==> config.mk <==
export PLATFORM = sky130hd
export DESIGN_NAME = eses_top
export DESIGN_NICKNAME = d
export VERILOG_FILES = /design/src/eses_pkg.sv /design/src/eses_axil.sv /design/src/eses_sync.sv /design/src/eses_top.sv
export SDC_FILE = /design/constraint.sdc
export NUM_CORES = 1
export LEC_CHECK = 0
export BUFFER_PORTS_ARGS = -buffer_cell sky130_fd_sc_hd__buf_2
export CORE_ASPECT_RATIO = 1.5
export CORE_MARGIN = 2
export CORE_UTILIZATION = 40
export CTS_BUF_LIST = sky130_fd_sc_hd__clkbuf_2
export CTS_CLUSTER_DIAMETER = 120
export DETAILED_ROUTE_END_ITERATION = 8
export GPL_TIMING_DRIVEN = 0
export PLACE_DENSITY_LB_ADDON = 0.05
export RECOVER_POWER = 100
export SKIP_LAST_GASP = 1
export SYNTH_ARGS = -nofsm -noshare
export SYNTH_HDL_FRONTEND = slang
export SYNTH_SLANG_ARGS = --single-unit
==> constraint.sdc <==
create_clock -name aclk -period 3.7 [get_ports aclk]
set_clock_uncertainty 0.1 [all_clocks]
set_input_delay 0 -clock aclk [delete_from_list [all_inputs] [get_ports aclk]]
set_output_delay 0 -clock aclk [all_outputs]
set_load 0.1 [all_outputs]
==> src/eses_pkg.sv <==
// Package: constants and types shared by the external start and emergency halt block
package eses_pkg;

  // ****************************************************************
  // Sizes
  // ****************************************************************
  localparam int unsigned AXES       = 2;
  localparam int unsigned GPI_MAX    = 6;
  localparam int unsigned ADDR_W     = 8;
  localparam int unsigned DATA_W     = 32;
  localparam int unsigned IRQ_W      = 1 + AXES;

  // ****************************************************************
  // Register offsets (byte addresses, one word each)
  // ****************************************************************
  localparam logic [7:0] OFS_MODE3   = 8'h00;
  localparam logic [7:0] OFS_ERR     = 8'h08;
  localparam logic [7:0] OFS_INST    = 8'h10;
  localparam logic [7:0] OFS_IRQ_ST  = 8'h18;
  localparam logic [7:0] OFS_IRQ_MSK = 8'h1C;
  localparam logic [7:0] AXIS_STRIDE = 8'h04;

  // ****************************************************************
  // Fields
  // ****************************************************************
  localparam int unsigned MODE_LSB      = 0;
  localparam int unsigned MODE_W        = 2;
  localparam int unsigned ERR_EMG_BIT   = 5;
  localparam int unsigned INST_PLUS_BIT = 0;
  localparam int unsigned INST_MINUS_BIT = 1;
  localparam int unsigned INST_GPI_LSB  = 8;
  localparam int unsigned IRQ_EMG_BIT   = 0;
  localparam int unsigned IRQ_START_LSB = 1;

  // External operation encodings of the mode field
  localparam logic [1:0] EXT_OFF   = 2'h0;
  localparam logic [1:0] EXT_FIXED = 2'h1;
  localparam logic [1:0] EXT_CONT  = 2'h2;

  // ****************************************************************
  // Reset values and bus answers
  // ****************************************************************
  localparam logic [1:0]       MODE3_RST   = 2'h0;
  localparam logic [IRQ_W-1:0] IRQ_MSK_RST = 3'h0;
  localparam logic [1:0]       RESP_OKAY   = 2'h0;
  localparam logic [1:0]       RESP_SLVERR = 2'h2;

  // Per-axis drive request towards the pulse engine
  typedef struct packed {
    logic start_plus;
    logic start_minus;
    logic run_plus;
    logic run_minus;
  } eses_drive_type;

endpackage

==> src/eses_axil.sv <==
// AXI4-Lite slave front end giving one-cycle write and read strobes
`timescale 1ns/10ps
module eses_axil
  import eses_pkg::*;
(
  input  wire logic              aclk,
  input  wire logic              aresetn,
  input  wire logic [ADDR_W-1:0] s_axi_awaddr,
  input  wire logic              s_axi_awvalid,
  output logic                   s_axi_awready,
  input  wire logic [DATA_W-1:0] s_axi_wdata,
  input  wire logic [3:0]        s_axi_wstrb,
  input  wire logic              s_axi_wvalid,
  output logic                   s_axi_wready,
  output logic [1:0]             s_axi_bresp,
  output logic                   s_axi_bvalid,
  input  wire logic              s_axi_bready,
  input  wire logic [ADDR_W-1:0] s_axi_araddr,
  input  wire logic              s_axi_arvalid,
  output logic                   s_axi_arready,
  output logic [DATA_W-1:0]      s_axi_rdata,
  output logic [1:0]             s_axi_rresp,
  output logic                   s_axi_rvalid,
  input  wire logic              s_axi_rready,
  output logic                   wr_en,
  output logic [ADDR_W-1:0]      wr_addr,
  output logic [DATA_W-1:0]      wr_data,
  output logic [3:0]             wr_strb,
  input  wire logic              wr_err,
  output logic                   rd_en,
  output logic [ADDR_W-1:0]      rd_addr,
  input  wire logic [DATA_W-1:0] rd_data,
  input  wire logic              rd_err
);

  // ****************************************************************
  // Write channel holding
  // ****************************************************************
  logic              aw_got_q;
  logic              w_got_q;
  logic [ADDR_W-1:0] awaddr_q;
  logic [DATA_W-1:0] wdata_q;
  logic [3:0]        wstrb_q;
  logic              bvalid_q;
  logic [1:0]        bresp_q;
  logic              rvalid_q;
  logic [DATA_W-1:0] rdata_q;
  logic [1:0]        rresp_q;

  // Address and data are taken in either order, one write at a time
  assign s_axi_awready = !aw_got_q;
  assign s_axi_wready  = !w_got_q;
  assign wr_en         = aw_got_q && w_got_q && !bvalid_q;
  assign wr_addr       = awaddr_q;
  assign wr_data       = wdata_q;
  assign wr_strb       = wstrb_q;
  assign s_axi_bvalid  = bvalid_q;
  assign s_axi_bresp   = bresp_q;

  always_ff @(posedge aclk) begin
    if (!aresetn) begin
      aw_got_q <= 1'b0;
      w_got_q  <= 1'b0;
      awaddr_q <= '0;
      wdata_q  <= '0;
      wstrb_q  <= '0;
      bvalid_q <= 1'b0;
      bresp_q  <= RESP_OKAY;
    end else begin
      if (s_axi_awvalid && !aw_got_q) begin
        aw_got_q <= 1'b1;
        awaddr_q <= s_axi_awaddr;
      end else if (wr_en) begin
        aw_got_q <= 1'b0;
      end
      if (s_axi_wvalid && !w_got_q) begin
        w_got_q <= 1'b1;
        wdata_q <= s_axi_wdata;
        wstrb_q <= s_axi_wstrb;
      end else if (wr_en) begin
        w_got_q <= 1'b0;
      end
      if (wr_en) begin
        bvalid_q <= 1'b1;
        bresp_q  <= wr_err ? RESP_SLVERR : RESP_OKAY;
      end else if (s_axi_bready) begin
        bvalid_q <= 1'b0;
      end
    end
  end

  // ****************************************************************
  // Read channel
  // ****************************************************************
  // Data is sampled at acceptance, so read side effects land once
  assign s_axi_arready = !rvalid_q;
  assign rd_en         = s_axi_arvalid && !rvalid_q;
  assign rd_addr       = s_axi_araddr;
  assign s_axi_rvalid  = rvalid_q;
  assign s_axi_rdata   = rdata_q;
  assign s_axi_rresp   = rresp_q;

  always_ff @(posedge aclk) begin
    if (!aresetn) begin
      rvalid_q <= 1'b0;
      rdata_q  <= '0;
      rresp_q  <= RESP_OKAY;
    end else if (rd_en) begin
      rvalid_q <= 1'b1;
      rdata_q  <= rd_data;
      rresp_q  <= rd_err ? RESP_SLVERR : RESP_OKAY;
    end else if (s_axi_rready) begin
      rvalid_q <= 1'b0;
    end
  end

endmodule

==> src/eses_sync.sv <==
// Two-stage input synchroniser with falling-edge detection
`timescale 1ns/10ps
module eses_sync
  import eses_pkg::*;
#(
  parameter int unsigned W = 1
) (
  input  wire logic         aclk,
  input  wire logic         aresetn,
  input  wire logic [W-1:0] pin,
  output logic      [W-1:0] lvl,
  output logic      [W-1:0] fall
);

  // ****************************************************************
  // Synchroniser stages
  // ****************************************************************
  logic [W-1:0] meta_q;
  logic [W-1:0] sync_q;
  logic [W-1:0] prev_q;

  // Idle level is high, so reset to ones to avoid a false edge
  always_ff @(posedge aclk) begin
    if (!aresetn) begin
      meta_q <= '1;
      sync_q <= '1;
      prev_q <= '1;
    end else begin
      meta_q <= pin;
      sync_q <= meta_q;
      prev_q <= sync_q;
    end
  end

  // Edge from the settled stages only
  assign lvl  = sync_q;
  assign fall = prev_q & ~sync_q;

endmodule

==> src/eses_top.sv <==
// External start and emergency halt logic for a two-axis pulse controller
//
// Notes on behaviour
// - Fixed mode: plus start input falling edge launches a plus-direction drive.
// - Fixed mode: minus start input falling edge launches a minus-direction drive.
// - Continuous mode: plus drive runs while plus start input stays low.
// - Continuous mode: minus drive runs while minus start input stays low.
// - Emergency input low stops pulse output on all axes.
// - Emergency stop sets the emergency flag in every axis error status.
// - Emergency input is always active low; no polarity setting exists.
// - General inputs of each axis show in bits 13 to 8 of input status.
// - External start is enabled and selected per axis by mode register three.
`timescale 1ns/10ps
module eses_top
  import eses_pkg::*;
#(
  parameter int unsigned GPI_W = GPI_MAX
) (
  input  wire logic                  aclk,
  input  wire logic                  aresetn,
  input  wire logic [ADDR_W-1:0]     s_axi_awaddr,
  input  wire logic                  s_axi_awvalid,
  output logic                       s_axi_awready,
  input  wire logic [DATA_W-1:0]     s_axi_wdata,
  input  wire logic [3:0]            s_axi_wstrb,
  input  wire logic                  s_axi_wvalid,
  output logic                       s_axi_wready,
  output logic [1:0]                 s_axi_bresp,
  output logic                       s_axi_bvalid,
  input  wire logic                  s_axi_bready,
  input  wire logic [ADDR_W-1:0]     s_axi_araddr,
  input  wire logic                  s_axi_arvalid,
  output logic                       s_axi_arready,
  output logic [DATA_W-1:0]          s_axi_rdata,
  output logic [1:0]                 s_axi_rresp,
  output logic                       s_axi_rvalid,
  input  wire logic                  s_axi_rready,
  input  wire logic                  first_axis_plus_ext_start,
  input  wire logic                  first_axis_minus_ext_start,
  input  wire logic                  second_axis_plus_ext_start,
  input  wire logic                  second_axis_minus_ext_start,
  input  wire logic                  emergency_halt_input_n,
  input  wire logic [GPI_W-1:0]      first_axis_general_inputs,
  input  wire logic [GPI_W-1:0]      second_axis_general_inputs,
  output eses_drive_type [AXES-1:0]  axis_drive,
  output logic                       pulse_halt,
  output logic                       irq
);

  // ****************************************************************
  // Elaboration check
  // ****************************************************************
  if (GPI_W < 1 || GPI_W > GPI_MAX) begin : g_bad_gpi
    $error("GPI_W must lie between 1 and 6");
  end

  // ****************************************************************
  // Input synchronisation
  // ****************************************************************
  localparam int unsigned SYNC_W = 1 + 2 * AXES + 2 * GPI_W;

  logic [SYNC_W-1:0]         sync_lvl;
  logic [SYNC_W-1:0]         sync_fall;
  logic [AXES-1:0]           plus_lvl;
  logic [AXES-1:0]           minus_lvl;
  logic [AXES-1:0]           plus_fall;
  logic [AXES-1:0]           minus_fall;
  logic [AXES-1:0][GPI_W-1:0] gpi_lvl;
  logic                      emg_lvl_n;

  eses_sync #(
    .W (SYNC_W)
  ) u_sync (
    .aclk    (aclk),
    .aresetn (aresetn),
    .pin     ({emergency_halt_input_n,
                second_axis_general_inputs, first_axis_general_inputs,
                second_axis_minus_ext_start, first_axis_minus_ext_start,
                second_axis_plus_ext_start, first_axis_plus_ext_start}),
    .lvl     (sync_lvl),
    .fall    (sync_fall)
  );

  // Unpack the synchronised vector
  assign plus_lvl   = sync_lvl[1:0];
  assign minus_lvl  = sync_lvl[3:2];
  assign plus_fall  = sync_fall[1:0];
  assign minus_fall = sync_fall[3:2];
  assign gpi_lvl    = sync_lvl[SYNC_W-2:4];
  assign emg_lvl_n  = sync_lvl[SYNC_W-1];

  // ****************************************************************
  // Register bus
  // ****************************************************************
  logic              wr_en;
  logic [ADDR_W-1:0] wr_addr;
  logic [DATA_W-1:0] wr_data;
  logic [3:0]        wr_strb;
  logic              wr_err;
  logic              rd_en;
  logic [ADDR_W-1:0] rd_addr;
  logic [DATA_W-1:0] rd_data;
  logic              rd_err;

  eses_axil u_axil (
    .aclk          (aclk),
    .aresetn       (aresetn),
    .s_axi_awaddr  (s_axi_awaddr),
    .s_axi_awvalid (s_axi_awvalid),
    .s_axi_awready (s_axi_awready),
    .s_axi_wdata   (s_axi_wdata),
    .s_axi_wstrb   (s_axi_wstrb),
    .s_axi_wvalid  (s_axi_wvalid),
    .s_axi_wready  (s_axi_wready),
    .s_axi_bresp   (s_axi_bresp),
    .s_axi_bvalid  (s_axi_bvalid),
    .s_axi_bready  (s_axi_bready),
    .s_axi_araddr  (s_axi_araddr),
    .s_axi_arvalid (s_axi_arvalid),
    .s_axi_arready (s_axi_arready),
    .s_axi_rdata   (s_axi_rdata),
    .s_axi_rresp   (s_axi_rresp),
    .s_axi_rvalid  (s_axi_rvalid),
    .s_axi_rready  (s_axi_rready),
    .wr_en         (wr_en),
    .wr_addr       (wr_addr),
    .wr_data       (wr_data),
    .wr_strb       (wr_strb),
    .wr_err        (wr_err),
    .rd_en         (rd_en),
    .rd_addr       (rd_addr),
    .rd_data       (rd_data),
    .rd_err        (rd_err)
  );

  // ****************************************************************
  // State
  // ****************************************************************
  logic [AXES-1:0][MODE_W-1:0] mode_q;
  logic [AXES-1:0][MODE_W-1:0] mode_d;
  eses_drive_type [AXES-1:0]   drive_q;
  eses_drive_type [AXES-1:0]   drive_d;
  logic [AXES-1:0]             err_emg_q;
  logic [AXES-1:0]             err_emg_d;
  logic [IRQ_W-1:0]            irq_st_q;
  logic [IRQ_W-1:0]            irq_st_d;
  logic [IRQ_W-1:0]            irq_msk_q;
  logic [IRQ_W-1:0]            irq_msk_d;
  logic                        halt_q;
  logic [IRQ_W-1:0]            irq_evt;

  // Read and write decode, per-axis parts accumulated
  logic [AXES:0][DATA_W-1:0]   rd_acc;
  logic [AXES:0]               rd_hit_acc;
  logic [AXES:0]               wr_hit_acc;
  logic                        rd_irq_st;
  logic                        rd_irq_msk;
  logic                        wr_irq_msk;

  assign rd_irq_st  = rd_addr[7:2] == OFS_IRQ_ST[7:2];
  assign rd_irq_msk = rd_addr[7:2] == OFS_IRQ_MSK[7:2];
  assign wr_irq_msk = wr_addr[7:2] == OFS_IRQ_MSK[7:2];
  assign rd_acc[0]     = ({DATA_W{rd_irq_st}} & DATA_W'(irq_st_q))
                       | ({DATA_W{rd_irq_msk}} & DATA_W'(irq_msk_q));
  assign rd_hit_acc[0] = rd_irq_st || rd_irq_msk;
  assign wr_hit_acc[0] = wr_irq_msk;
  assign rd_data = rd_acc[AXES];
  assign rd_err  = !rd_hit_acc[AXES];
  assign wr_err  = !wr_hit_acc[AXES];

  // ****************************************************************
  // Per-axis logic
  // ****************************************************************
  for (genvar i = 0; i < AXES; i++) begin : g_axis
    localparam logic [7:0] A_MODE = OFS_MODE3 + 8'(i * AXIS_STRIDE);
    localparam logic [7:0] A_ERR  = OFS_ERR + 8'(i * AXIS_STRIDE);
    localparam logic [7:0] A_INST = OFS_INST + 8'(i * AXIS_STRIDE);

    logic              rd_mode;
    logic              rd_err_reg;
    logic              rd_inst;
    logic              wr_mode;
    logic              is_fixed;
    logic              is_cont;
    logic [DATA_W-1:0] inst_word;

    assign rd_mode    = rd_addr[7:2] == A_MODE[7:2];
    assign rd_err_reg = rd_addr[7:2] == A_ERR[7:2];
    assign rd_inst    = rd_addr[7:2] == A_INST[7:2];
    assign wr_mode    = wr_addr[7:2] == A_MODE[7:2];

    // General inputs in bits 13 to 8
    assign inst_word = (DATA_W'(gpi_lvl[i]) << INST_GPI_LSB)
                     | (DATA_W'(plus_lvl[i]) << INST_PLUS_BIT)
                     | (DATA_W'(minus_lvl[i]) << INST_MINUS_BIT);

    assign rd_acc[i+1] = rd_acc[i]
                       | ({DATA_W{rd_mode}} & (DATA_W'(mode_q[i]) << MODE_LSB))
                       | ({DATA_W{rd_err_reg}} & (DATA_W'(err_emg_q[i]) << ERR_EMG_BIT))
                       | ({DATA_W{rd_inst}} & inst_word);
    assign rd_hit_acc[i+1] = rd_hit_acc[i] || rd_mode || rd_err_reg || rd_inst;
    assign wr_hit_acc[i+1] = wr_hit_acc[i] || wr_mode;

    // Mode register three selects external operation
    assign mode_d[i] = (wr_en && wr_mode && wr_strb[0])
                     ? wr_data[MODE_LSB +: MODE_W] : mode_q[i];
    assign is_fixed  = mode_q[i] == EXT_FIXED;
    assign is_cont   = mode_q[i] == EXT_CONT;

    // Edge start; level run; gated by halt
    assign drive_d[i] = '{start_plus:  is_fixed && plus_fall[i] && emg_lvl_n,
                          start_minus: is_fixed && minus_fall[i] && emg_lvl_n,
                          run_plus:    is_cont && !plus_lvl[i] && emg_lvl_n,
                          run_minus:   is_cont && !minus_lvl[i] && emg_lvl_n};

    // Flag set wins over the read clear
    assign err_emg_d[i] = !emg_lvl_n || (err_emg_q[i] && !(rd_en && rd_err_reg));

    // Start event for the interrupt: any new drive request
    assign irq_evt[IRQ_START_LSB + i] = drive_d[i].start_plus || drive_d[i].start_minus
                                      || (drive_d[i].run_plus && !drive_q[i].run_plus)
                                      || (drive_d[i].run_minus && !drive_q[i].run_minus);

    // Fixed plus start fires on its edge for exactly one cycle
    property p_fixed_plus;
      @(posedge aclk) disable iff (!aresetn)
      (is_fixed && plus_fall[i] && emg_lvl_n) |=> drive_q[i].start_plus ##1 !drive_q[i].start_plus;
    endproperty
    a_fixed_plus: assert property (p_fixed_plus) else $error("fixed plus start missed");

    property p_fixed_minus;
      @(posedge aclk) disable iff (!aresetn)
      drive_q[i].start_minus |-> $past(is_fixed) && $past(minus_lvl[i], 2) && !$past(minus_lvl[i]);
    endproperty
    a_fixed_minus: assert property (p_fixed_minus) else $error("minus start without edge");

    property p_cont_plus;
      @(posedge aclk) disable iff (!aresetn)
      (is_cont && emg_lvl_n && !plus_lvl[i]) [*3] |=> drive_q[i].run_plus;
    endproperty
    a_cont_plus: assert property (p_cont_plus) else $error("plus run not held");

    property p_cont_minus;
      @(posedge aclk) disable iff (!aresetn)
      $rose(minus_lvl[i]) |=> !drive_q[i].run_minus;
    endproperty
    a_cont_minus: assert property (p_cont_minus) else $error("minus run after release");

    property p_emg_flag;
      @(posedge aclk) disable iff (!aresetn)
      $fell(emg_lvl_n) |=> err_emg_q[i] && halt_q;
    endproperty
    a_emg_flag: assert property (p_emg_flag) else $error("emergency flag not set");

    property p_mode_off;
      @(posedge aclk) disable iff (!aresetn)
      (mode_q[i] == EXT_OFF) |=> (drive_q[i] == '0);
    endproperty
    a_mode_off: assert property (p_mode_off) else $error("drive while external mode off");

    property p_gpi_status;
      @(posedge aclk) disable iff (!aresetn)
      aresetn |->
      ##2 inst_word[INST_GPI_LSB +: GPI_W] == $past(i == 0 ? first_axis_general_inputs
                                                           : second_axis_general_inputs, 2);
    endproperty
    a_gpi_status: assert property (p_gpi_status) else $error("general inputs misreported");
  end

  // ****************************************************************
  // Interrupt and halt
  // ****************************************************************
  // Emergency onset is the shared interrupt event
  assign irq_evt[IRQ_EMG_BIT] = sync_fall[SYNC_W-1];
  assign irq_st_d  = irq_evt | (irq_st_q & ~{IRQ_W{rd_en && rd_irq_st}});
  assign irq_msk_d = (wr_en && wr_irq_msk && wr_strb[0]) ? wr_data[IRQ_W-1:0] : irq_msk_q;

  // Level output so a missed edge cannot lose it
  assign irq        = |(irq_st_q & irq_msk_q);
  assign axis_drive = drive_q;
  assign pulse_halt = halt_q;

  // Fixed active-low halt, no polarity option
  always_ff @(posedge aclk) begin
    if (!aresetn) begin
      mode_q    <= {AXES{MODE3_RST}};
      drive_q   <= '0;
      err_emg_q <= '0;
      irq_st_q  <= '0;
      irq_msk_q <= IRQ_MSK_RST;
      halt_q    <= 1'b0;
    end else begin
      mode_q    <= mode_d;
      drive_q   <= drive_d;
      err_emg_q <= err_emg_d;
      irq_st_q  <= irq_st_d;
      irq_msk_q <= irq_msk_d;
      halt_q    <= !emg_lvl_n;
    end
  end

  // ****************************************************************
  // Checks on the shared halt path and the plus edge detect
  // ****************************************************************
  property p_halt_all;
    @(posedge aclk) disable iff (!aresetn)
    halt_q |-> (drive_q == '0);
  endproperty
  a_halt_all: assert property (p_halt_all) else $error("drive active during halt");

  property p_halt_pin;
    @(posedge aclk) disable iff (!aresetn)
    (!emergency_halt_input_n) [*3] |-> ##[1:2] halt_q;
  endproperty
  a_halt_pin: assert property (p_halt_pin) else $error("low emergency pin did not halt");

  property p_edge_compare;
    @(posedge aclk) disable iff (!aresetn)
    plus_fall[0] |-> $past(plus_lvl[0]) && !plus_lvl[0];
  endproperty
  a_edge_compare: assert property (p_edge_compare) else $error("edge not from compare");

endmodule

==> results of run 1 <==
layout by cell type, fill, tap and decap left out, types with 4 or more instances in the layout:
| cell | n |
|---|---|
| sky130_fd_sc_hd__dfxtp_1 | 86 |
| sky130_fd_sc_hd__dlygate4sd3_1 | 53 |
| sky130_fd_sc_hd__nand2b_1 | 44 |
| sky130_fd_sc_hd__clkbuf_1 | 42 |
| sky130_fd_sc_hd__buf_2 | 37 |
| sky130_fd_sc_hd__buf_4 | 24 |
| sky130_fd_sc_hd__conb_1 | 24 |
| sky130_fd_sc_hd__nor2b_1 | 21 |
| sky130_fd_sc_hd__mux2i_1 | 21 |
| sky130_fd_sc_hd__nand2_1 | 16 |
| sky130_fd_sc_hd__nor2_1 | 15 |
| sky130_fd_sc_hd__o21ai_0 | 13 |
| sky130_fd_sc_hd__nor3_1 | 9 |
| sky130_fd_sc_hd__clkbuf_2 | 9 |
| sky130_fd_sc_hd__inv_1 | 7 |
| sky130_fd_sc_hd__a221oi_1 | 7 |
| sky130_fd_sc_hd__a21oi_1 | 5 |
| sky130_fd_sc_hd__or3_1 | 4 |
report_power, final:
| part | switching, mW | internal, mW | total, mW |
|---|---|---|---|
| logic | 0.263 | 0.116 | 0.378 |
| registers | 0.0188 | 0.965 | 0.984 |
| clock network | 0.279 | 0.0711 | 0.351 |
state kept, by name (all words and copies together), names as in the netlist:
name	cells
u_axil.w_got_q	1
u_axil.s_axi_rvalid	1
u_axil.s_axi_bvalid	1
u_axil.wr_addr	6
irq_st_q	3
axis_drive	8
irq_msk_q	3
mode_q	4
u_sync.meta_q	17
u_axil.s_axi_rdata	10
u_sync.prev_q	5
u_sync.lvl	17
u_axil.wr_strb	1
u_axil.aw_got_q	1
u_axil.wr_data	3
err_emg_q	2
u_axil.s_axi_bresp	1
pulse_halt	1
u_axil.s_axi_rresp	1
timing repair:
item | CTS | global route
hold buffers | 53 | 0
endpoints found under the hold margin | 55 | 0
setup endpoints to repair | 0 | 0
synth_stat cells, types with 4 or more instances:
library cell and number:
sky130_fd_sc_hd__nand2_1 16, sky130_fd_sc_hd__nand2b_1 44, sky130_fd_sc_hd__nor3_1 7, sky130_fd_sc_hd__mux2i_1 21, sky130_fd_sc_hd__or3_1 4, sky130_fd_sc_hd__clkbuf_1 13, sky130_fd_sc_hd__buf_4 24, sky130_fd_sc_hd__nor2_1 15
sky130_fd_sc_hd__dfxtp_1 86, sky130_fd_sc_hd__inv_1 7, sky130_fd_sc_hd__a21oi_1 5, sky130_fd_sc_hd__o21ai_0 13, sky130_fd_sc_hd__nor2b_1 21, sky130_fd_sc_hd__a221oi_1 7
logic make-up after synthesis:
logic type	share of synthesized area
compound gates	0.0862
buf+inv	0.0838
flops	0.532
mux	0.0753
other cells	0.00116
simple gates	0.222
layout make-up:
cell class / count / area [um2] / area share
flip-flops and latches: 86 / 1720 / 0.400
multi-input cells: 210 / 1310 / 0.304
repair buffers: 117 / 816 / 0.189
plain buffers: 39 / 238 / 0.0552
well taps: 105 / 131 / 0.0305
clock buffers: 9 / 45.0 / 0.0105
inverters: 7 / 26.3 / 0.00610
clock inverters: 4 / 17.5 / 0.00407
worst max-delay path, stage by stage:
cell and delay [ps]:
sky130_fd_sc_hd__dlygate4sd3_1 530, sky130_fd_sc_hd__clkbuf_1 100, sky130_fd_sc_hd__or3_1 360, sky130_fd_sc_hd__dlygate4sd3_1 570, sky130_fd_sc_hd__clkbuf_1 200, sky130_fd_sc_hd__nor4b_1 530
sky130_fd_sc_hd__a31oi_1 150, sky130_fd_sc_hd__dlygate4sd3_1 570
how the worst max path moves through the flow:
| stage | from | end | cells past startpoint |
|---|---|---|---|
| CTS | s_axi_araddr[5] | err_emg_q[1] | 8 |
| floorplan | u_axil.s_axi_rvalid | irq_st_q[1] | 4 |
| global placement | u_axil.wr_addr[7] | mode_q[0] | 4 |
| global route | s_axi_araddr[5] | u_axil.s_axi_rdata[11] | 8 |
| detailed placement | u_axil.wr_addr[7] | mode_q[1] | 4 |
| finish | s_axi_araddr[5] | err_emg_q[1] | 8 |
layer usage:
layer | track usage | vias up | part of all wire
met5 | 0 | - | 0
met4 | 0.0893 | 0 | 0.018
met3 | 0.0410 | 9 | 0.052
met2 | 0.321 | 66 | 0.56
met1 | 0.162 | 1157 | 0.37
li1 | - | 1333 | -
==> impl_metrics.csv, run 1 <==
group,metric,value,unit
status,outcome,"complete, no violations",
cts,cts.clk_slew.worst_paths,190,ps
route,remaining_drc_errors,0,
cts,cts_inserted_buffers,9,
layout,num_antenna_cells,0,
sta,setup_tns,0,ps
global_routing,wire_length_of_the_first_global_routing_pass,11300,um
worst_setup_path,crit_path_end_kind,"flop",
worst_setup_path,setup.worst_path.start_class,"input port",
route,routed_wire_length_per_instance,12.0,um
floorplan,dieWidth,77.5,um
logic_synthesis,netlist_top_cells_area,"sky130_fd_sc_hd__dfxtp_1, sky130_fd_sc_hd__nand2b_1, sky130_fd_sc_hd__mux2i_1",
worst_setup_path,r2r_setup_slack,1420,ps
logic_synthesis,synth-seq-area-share,0.532,
placement,pre_cts_ws,1950,ps
global_routing,first_global_vias,2532,
placement,dpl_cell_area,3780,um2
power,powerDensity,398,nW/um2
layout,drive_above_1_share,0.159,
worst_hold_path,min-delay-start,"aresetn",
floorplan,core,7960,um2
global_routing,grt_use_total,0.167,
placement,gpl.final_weighted_congestion,0.753,
route,routed_wl,6950,um
sta,min_period_over_period,0.724,
cts,cts_sinks,86,
logic_synthesis,syn_avg_cell_area,10.2,um2
logic_synthesis,synth.largest_area_cell,"sky130_fd_sc_hd__dfxtp_1",
cts,cts_max_level,3,
global_routing,grt_start_max_net_pins,13,
cts,max-clock-path-buffers,2,
floorplan,floorplan.rows,40,
sta,slew_violations,0,
layout,area.growth.synth_to_final,33.0,%
power,worst_ir_drop_vdd,0.281,mV
global_routing,grt_antenna_before_repair,0,
cts,count_of_cells_resized_by_post_cts_repair,0,
power,power_leakage,1.80,nW
route,drt_pass1_iterations,4,
cts,clock_insertion_delay_worst_skew,530,ps
floorplan,floorplan.die.height,114,um
logic_synthesis,mappedNetlistArea,3240,um2
layout,filler_cell_count,760,
layout,fin_area,4310,um2
sta,hold_slack,41.9,ps
worst_hold_path,timing.hold.worst.class,"input port to flop",
logic_synthesis,gate_count_of_the_mapped_netlist,319,
logic_synthesis,yosysWarnings,0,
logic_synthesis,synth_enable_flop_cells,0,
layout,utilization,0.541,
logic_synthesis,async_flop_share,0,
cts,cts_tree,"built",
worst_setup_path,worst_r2r_path_depth,6,
logic_synthesis,synth_ff_type,"sky130_fd_sc_hd__dfxtp_1",
worst_setup_path,worst_r2r_endpoint,"u_axil.s_axi_rdata[1]",
sta,max_slew_margin,0.193,
logic_synthesis,yosys.cell_types.count,36,
worst_hold_path,number_of_cells_traversed_by_the_worst_hold_path,3,
placement,post-place-cells,511,
sta,final.min_clock_period,2680,ps
worst_setup_path,cp.required,4040,ps
worst_setup_path,timing.rr.start,"mode_q[1]",
worst_setup_path,arrival,3020,ps
route,routed-via-count,2565,
sta,setup_viol_count_final,0,
sta,fmax,373,MHz
run,maxCapViolations,0,
cts,post_cts.repair.setup_buffers,0,
worst_setup_path,timing.setup.critical_path_class,"input port to flop",
logic_synthesis,yosys.area.top_type_share,0.532,
worst_hold_path,worst_hold_path.endpoint,"u_sync.lvl[8]",
route,avgViaCountPerCell,4.45,
floorplan,die_area,8850,um2
power,report.power.total,1.71,mW
layout,fin_cells,577,
placement,post-dp-hpwl,4980,um
cts,clock-root-buffer,"sky130_fd_sc_hd__clkbuf_2",
route,final_antenna_net_count,0,
global_routing,grt-ovfl-total,0,
logic_synthesis,synth-seq-cells,86,
worst_setup_path,timing.critical_path.fanout_max,8,
sta,setup_ws,1020,ps
layout,fin_nets,546,
route,dr.first_iter.drc_count,74,
floorplan,io_pins,127,
floorplan,initial_utilization,0.407,
sta,rsz0062_at_grt,"no",
sta,final_hold_viol_count,0,
placement,port_buffers,64,
sta,slew_at_the_pin_with_the_worst_max_slew_slack,1220,ps
Power figures use the tool's default switching activity.
==> inputs of run 2 (changes only) <==
clock period = 2.5 ns   (was 3.7 ns; I/O delays follow)
==> run 2 against run 1 <==
Die area is the same. Worst setup slack lost 740 ps. Non-clock buffer count grew 1. Critical path depth is the same. Sequential power grew 48%. Clock power grew 48%. Cell count grew 0.17%. Total power grew 48%. Utilization grew 0.16 points. Largest power group unchanged.
==> impl_metrics.csv, run 2 (synthesized netlist as in run 1, its figures left out) <==
group,metric,value,unit
status,outcome,"complete, no violations",
global_routing,wire_length_of_the_first_global_routing_pass,11300,um
power,powerDensity,587,nW/um2
route,routed-via-count,2561,
layout,num_antenna_cells,0,
sta,rsz0062_at_grt,"no",
sta,fmax,452,MHz
worst_setup_path,timing.rr.start,"mode_q[1]",
route,top_signal_layer_used,"met4",
global_routing,grt-ovfl-total,0,
placement,port_buffers,64,
floorplan,floorplan.die.height,114,um
cts,clock_insertion_delay_worst_skew,530,ps
floorplan,initial_utilization,0.407,
layout,multi_input_comb_area,1310,um2
layout,layout_common_cells,"sky130_fd_sc_hd__dfxtp_1, sky130_fd_sc_hd__dlygate4sd3_1, sky130_fd_sc_hd__nand2b_1",
sta,slew_violations,0,
route,remaining_drc_errors,0,
worst_hold_path,number_of_cells_traversed_by_the_worst_hold_path,3,
cts,max-clock-path-buffers,2,
floorplan,core,7960,um2
cts,cts_max_level,3,
route,detail_route.wirelength.met1,2650,um
worst_setup_path,setup.worst_path.start_class,"input port",
sta,setup_viol_count_final,0,
power,worst_ir_drop_vdd,0.415,mV
cts,cts_tree,"built",
sta,min_period_over_period,0.885,
sta,slew_at_the_pin_with_the_worst_max_slew_slack,1220,ps
worst_setup_path,path_cells,"dlygate4sd3_1, clkbuf_1, mux2i_1, nor3_1, dlygate4sd3_1, o21ai_0, a21oi_1, dlygate4sd3_1",
cts,clock-root-buffer,"sky130_fd_sc_hd__clkbuf_2",
route,routed_wl,6990,um
cts,cts_inserted_buffers,9,
layout,final_common_cell,"sky130_fd_sc_hd__dfxtp_1",
global_routing,grt_antenna_before_repair,0,
worst_setup_path,timing.setup.critical_path_class,"input port to flop",
sta,setup_ws,287,ps
floorplan,die_area,8850,um2
sta,max_slew_margin,0.192,
cts,cts.clk_slew.worst_paths,190,ps
global_routing,grt_start_max_net_pins,13,
layout,fin_area,4320,um2
worst_setup_path,timing.critical_path.slowest_cell_delay,560,ps
route,avgViaCountPerCell,4.43,
worst_setup_path,r2r_setup_slack,300,ps
placement,gpl.final_weighted_congestion,0.753,
sta,final.min_clock_period,2210,ps
cts,cts_sinks,86,
floorplan,dieWidth,77.5,um
worst_setup_path,timing.critical_path.from,"s_axi_araddr[4]",
layout,area.growth.synth_to_final,33.4,%
global_routing,grt_use_total,0.168,
route,routed_wire_length_per_instance,12.1,um
route,dr.first_iter.drc_count,69,
placement,post-dp-hpwl,4980,um
floorplan,io_pins,127,
worst_setup_path,crit_path_end_kind,"flop",
layout,drive_above_1_share,0.163,
layout,utilization,0.543,
power,power_leakage,1.81,nW
route,final_antenna_net_count,0,
worst_setup_path,cp.required,2830,ps
layout,filler_cell_count,761,
sta,hold_slack,49.7,ps
route,drt_pass1_iterations,4,
worst_hold_path,timing.hold.worst.class,"input port to flop",
route,wl_met2,3920,um
worst_setup_path,worst_r2r_path_depth,6,
sta,setup_tns,0,ps
layout,seqCellArea,1720,um2
worst_setup_path,worst_r2r_endpoint,"u_axil.s_axi_rdata[1]",
layout,fin_nets,547,
cts,post_cts.repair.setup_buffers,0,
sta,final_hold_viol_count,0,
worst_hold_path,worst_hold_path.endpoint,"u_sync.lvl[8]",
worst_hold_path,min-delay-start,"aresetn",
worst_setup_path,critPathSlowestCell,"sky130_fd_sc_hd__dlygate4sd3_1",
placement,pre_cts_ws,748,ps
placement,dpl_cell_area,3780,um2
floorplan,floorplan.rows,40,
global_routing,first_global_vias,2536,
worst_setup_path,timing.critical_path.fanout_max,7,
route,met3_length,290,um
run,maxCapViolations,0,
worst_setup_path,cpMostUsedCell,"sky130_fd_sc_hd__dlygate4sd3_1",
worst_setup_path,arrival,2540,ps
run 2: changes by cell type in the layout (fill, tap and decap cells not counted):
cell                            change
sky130_fd_sc_hd__clkbuf_1           -1
sky130_fd_sc_hd__clkbuf_2           +1
sky130_fd_sc_hd__dfxtp_1            -1
sky130_fd_sc_hd__dfxtp_2            +1
sky130_fd_sc_hd__dlygate4sd3_1      +1
run 2: area by class of cell:
class                      count  share of cell area
buffer                        39              0.0550
clock buffer                   9              0.0104
clock inverter                 4             0.00406
inverter                       7             0.00608
multi-input combinational    210               0.304
sequential                    86               0.399
tap                          105              0.0304
timing repair buffer         118               0.191
run 2: where the power goes:
part | internal, mW | switching, mW
combinational | 0.171 | 0.390
clock | 0.105 | 0.413
sequential | 1.43 | 0.0280
total | 1.71 | 0.831
run 2: critical path, delay by kind of cell:
kind            cells  cell delay (ps)
buf+inv             4             1960
mux                 1              280
compound gates      2              230
simple gates        1               60
run 2: per-stage QoR:
step	total power, mW	cells
floorplan	1.90	342
global placement	1.99	511
detailed placement	1.99	511
CTS	2.57	578
global route	2.67	578
finish	2.54	578
run 2: worst max-delay path by stage:
stage	to	slack (ps)	cells after the start
2_1_floorplan	irq_st_q[1]	440	4
3_3_place_gp	mode_q[0]	780	4
3_5_place_dp	mode_q[1]	750	4
4_1_cts	u_axil.s_axi_rdata[1]	250	6
5_1_grt	u_axil.s_axi_rdata[1]	100	6
6_report	u_axil.s_axi_rdata[1]	290	8
run 2: repair_timing:
| action | CTS | global route |
|---|---|---|
| resized for setup | 0 | 1 |
| hold endpoints to repair | 55 | 0 |
| endpoints found under the setup margin | 0 | 1 |
| hold buffers | 54 | 0 |
run 2: metal layers:
layer / up-vias / track usage
li1: 1335 / -
met1: 1158 / 0.164
met2: 59 / 0.322
met3: 9 / 0.0386
met4: 0 / 0.0893
met5: - / 0
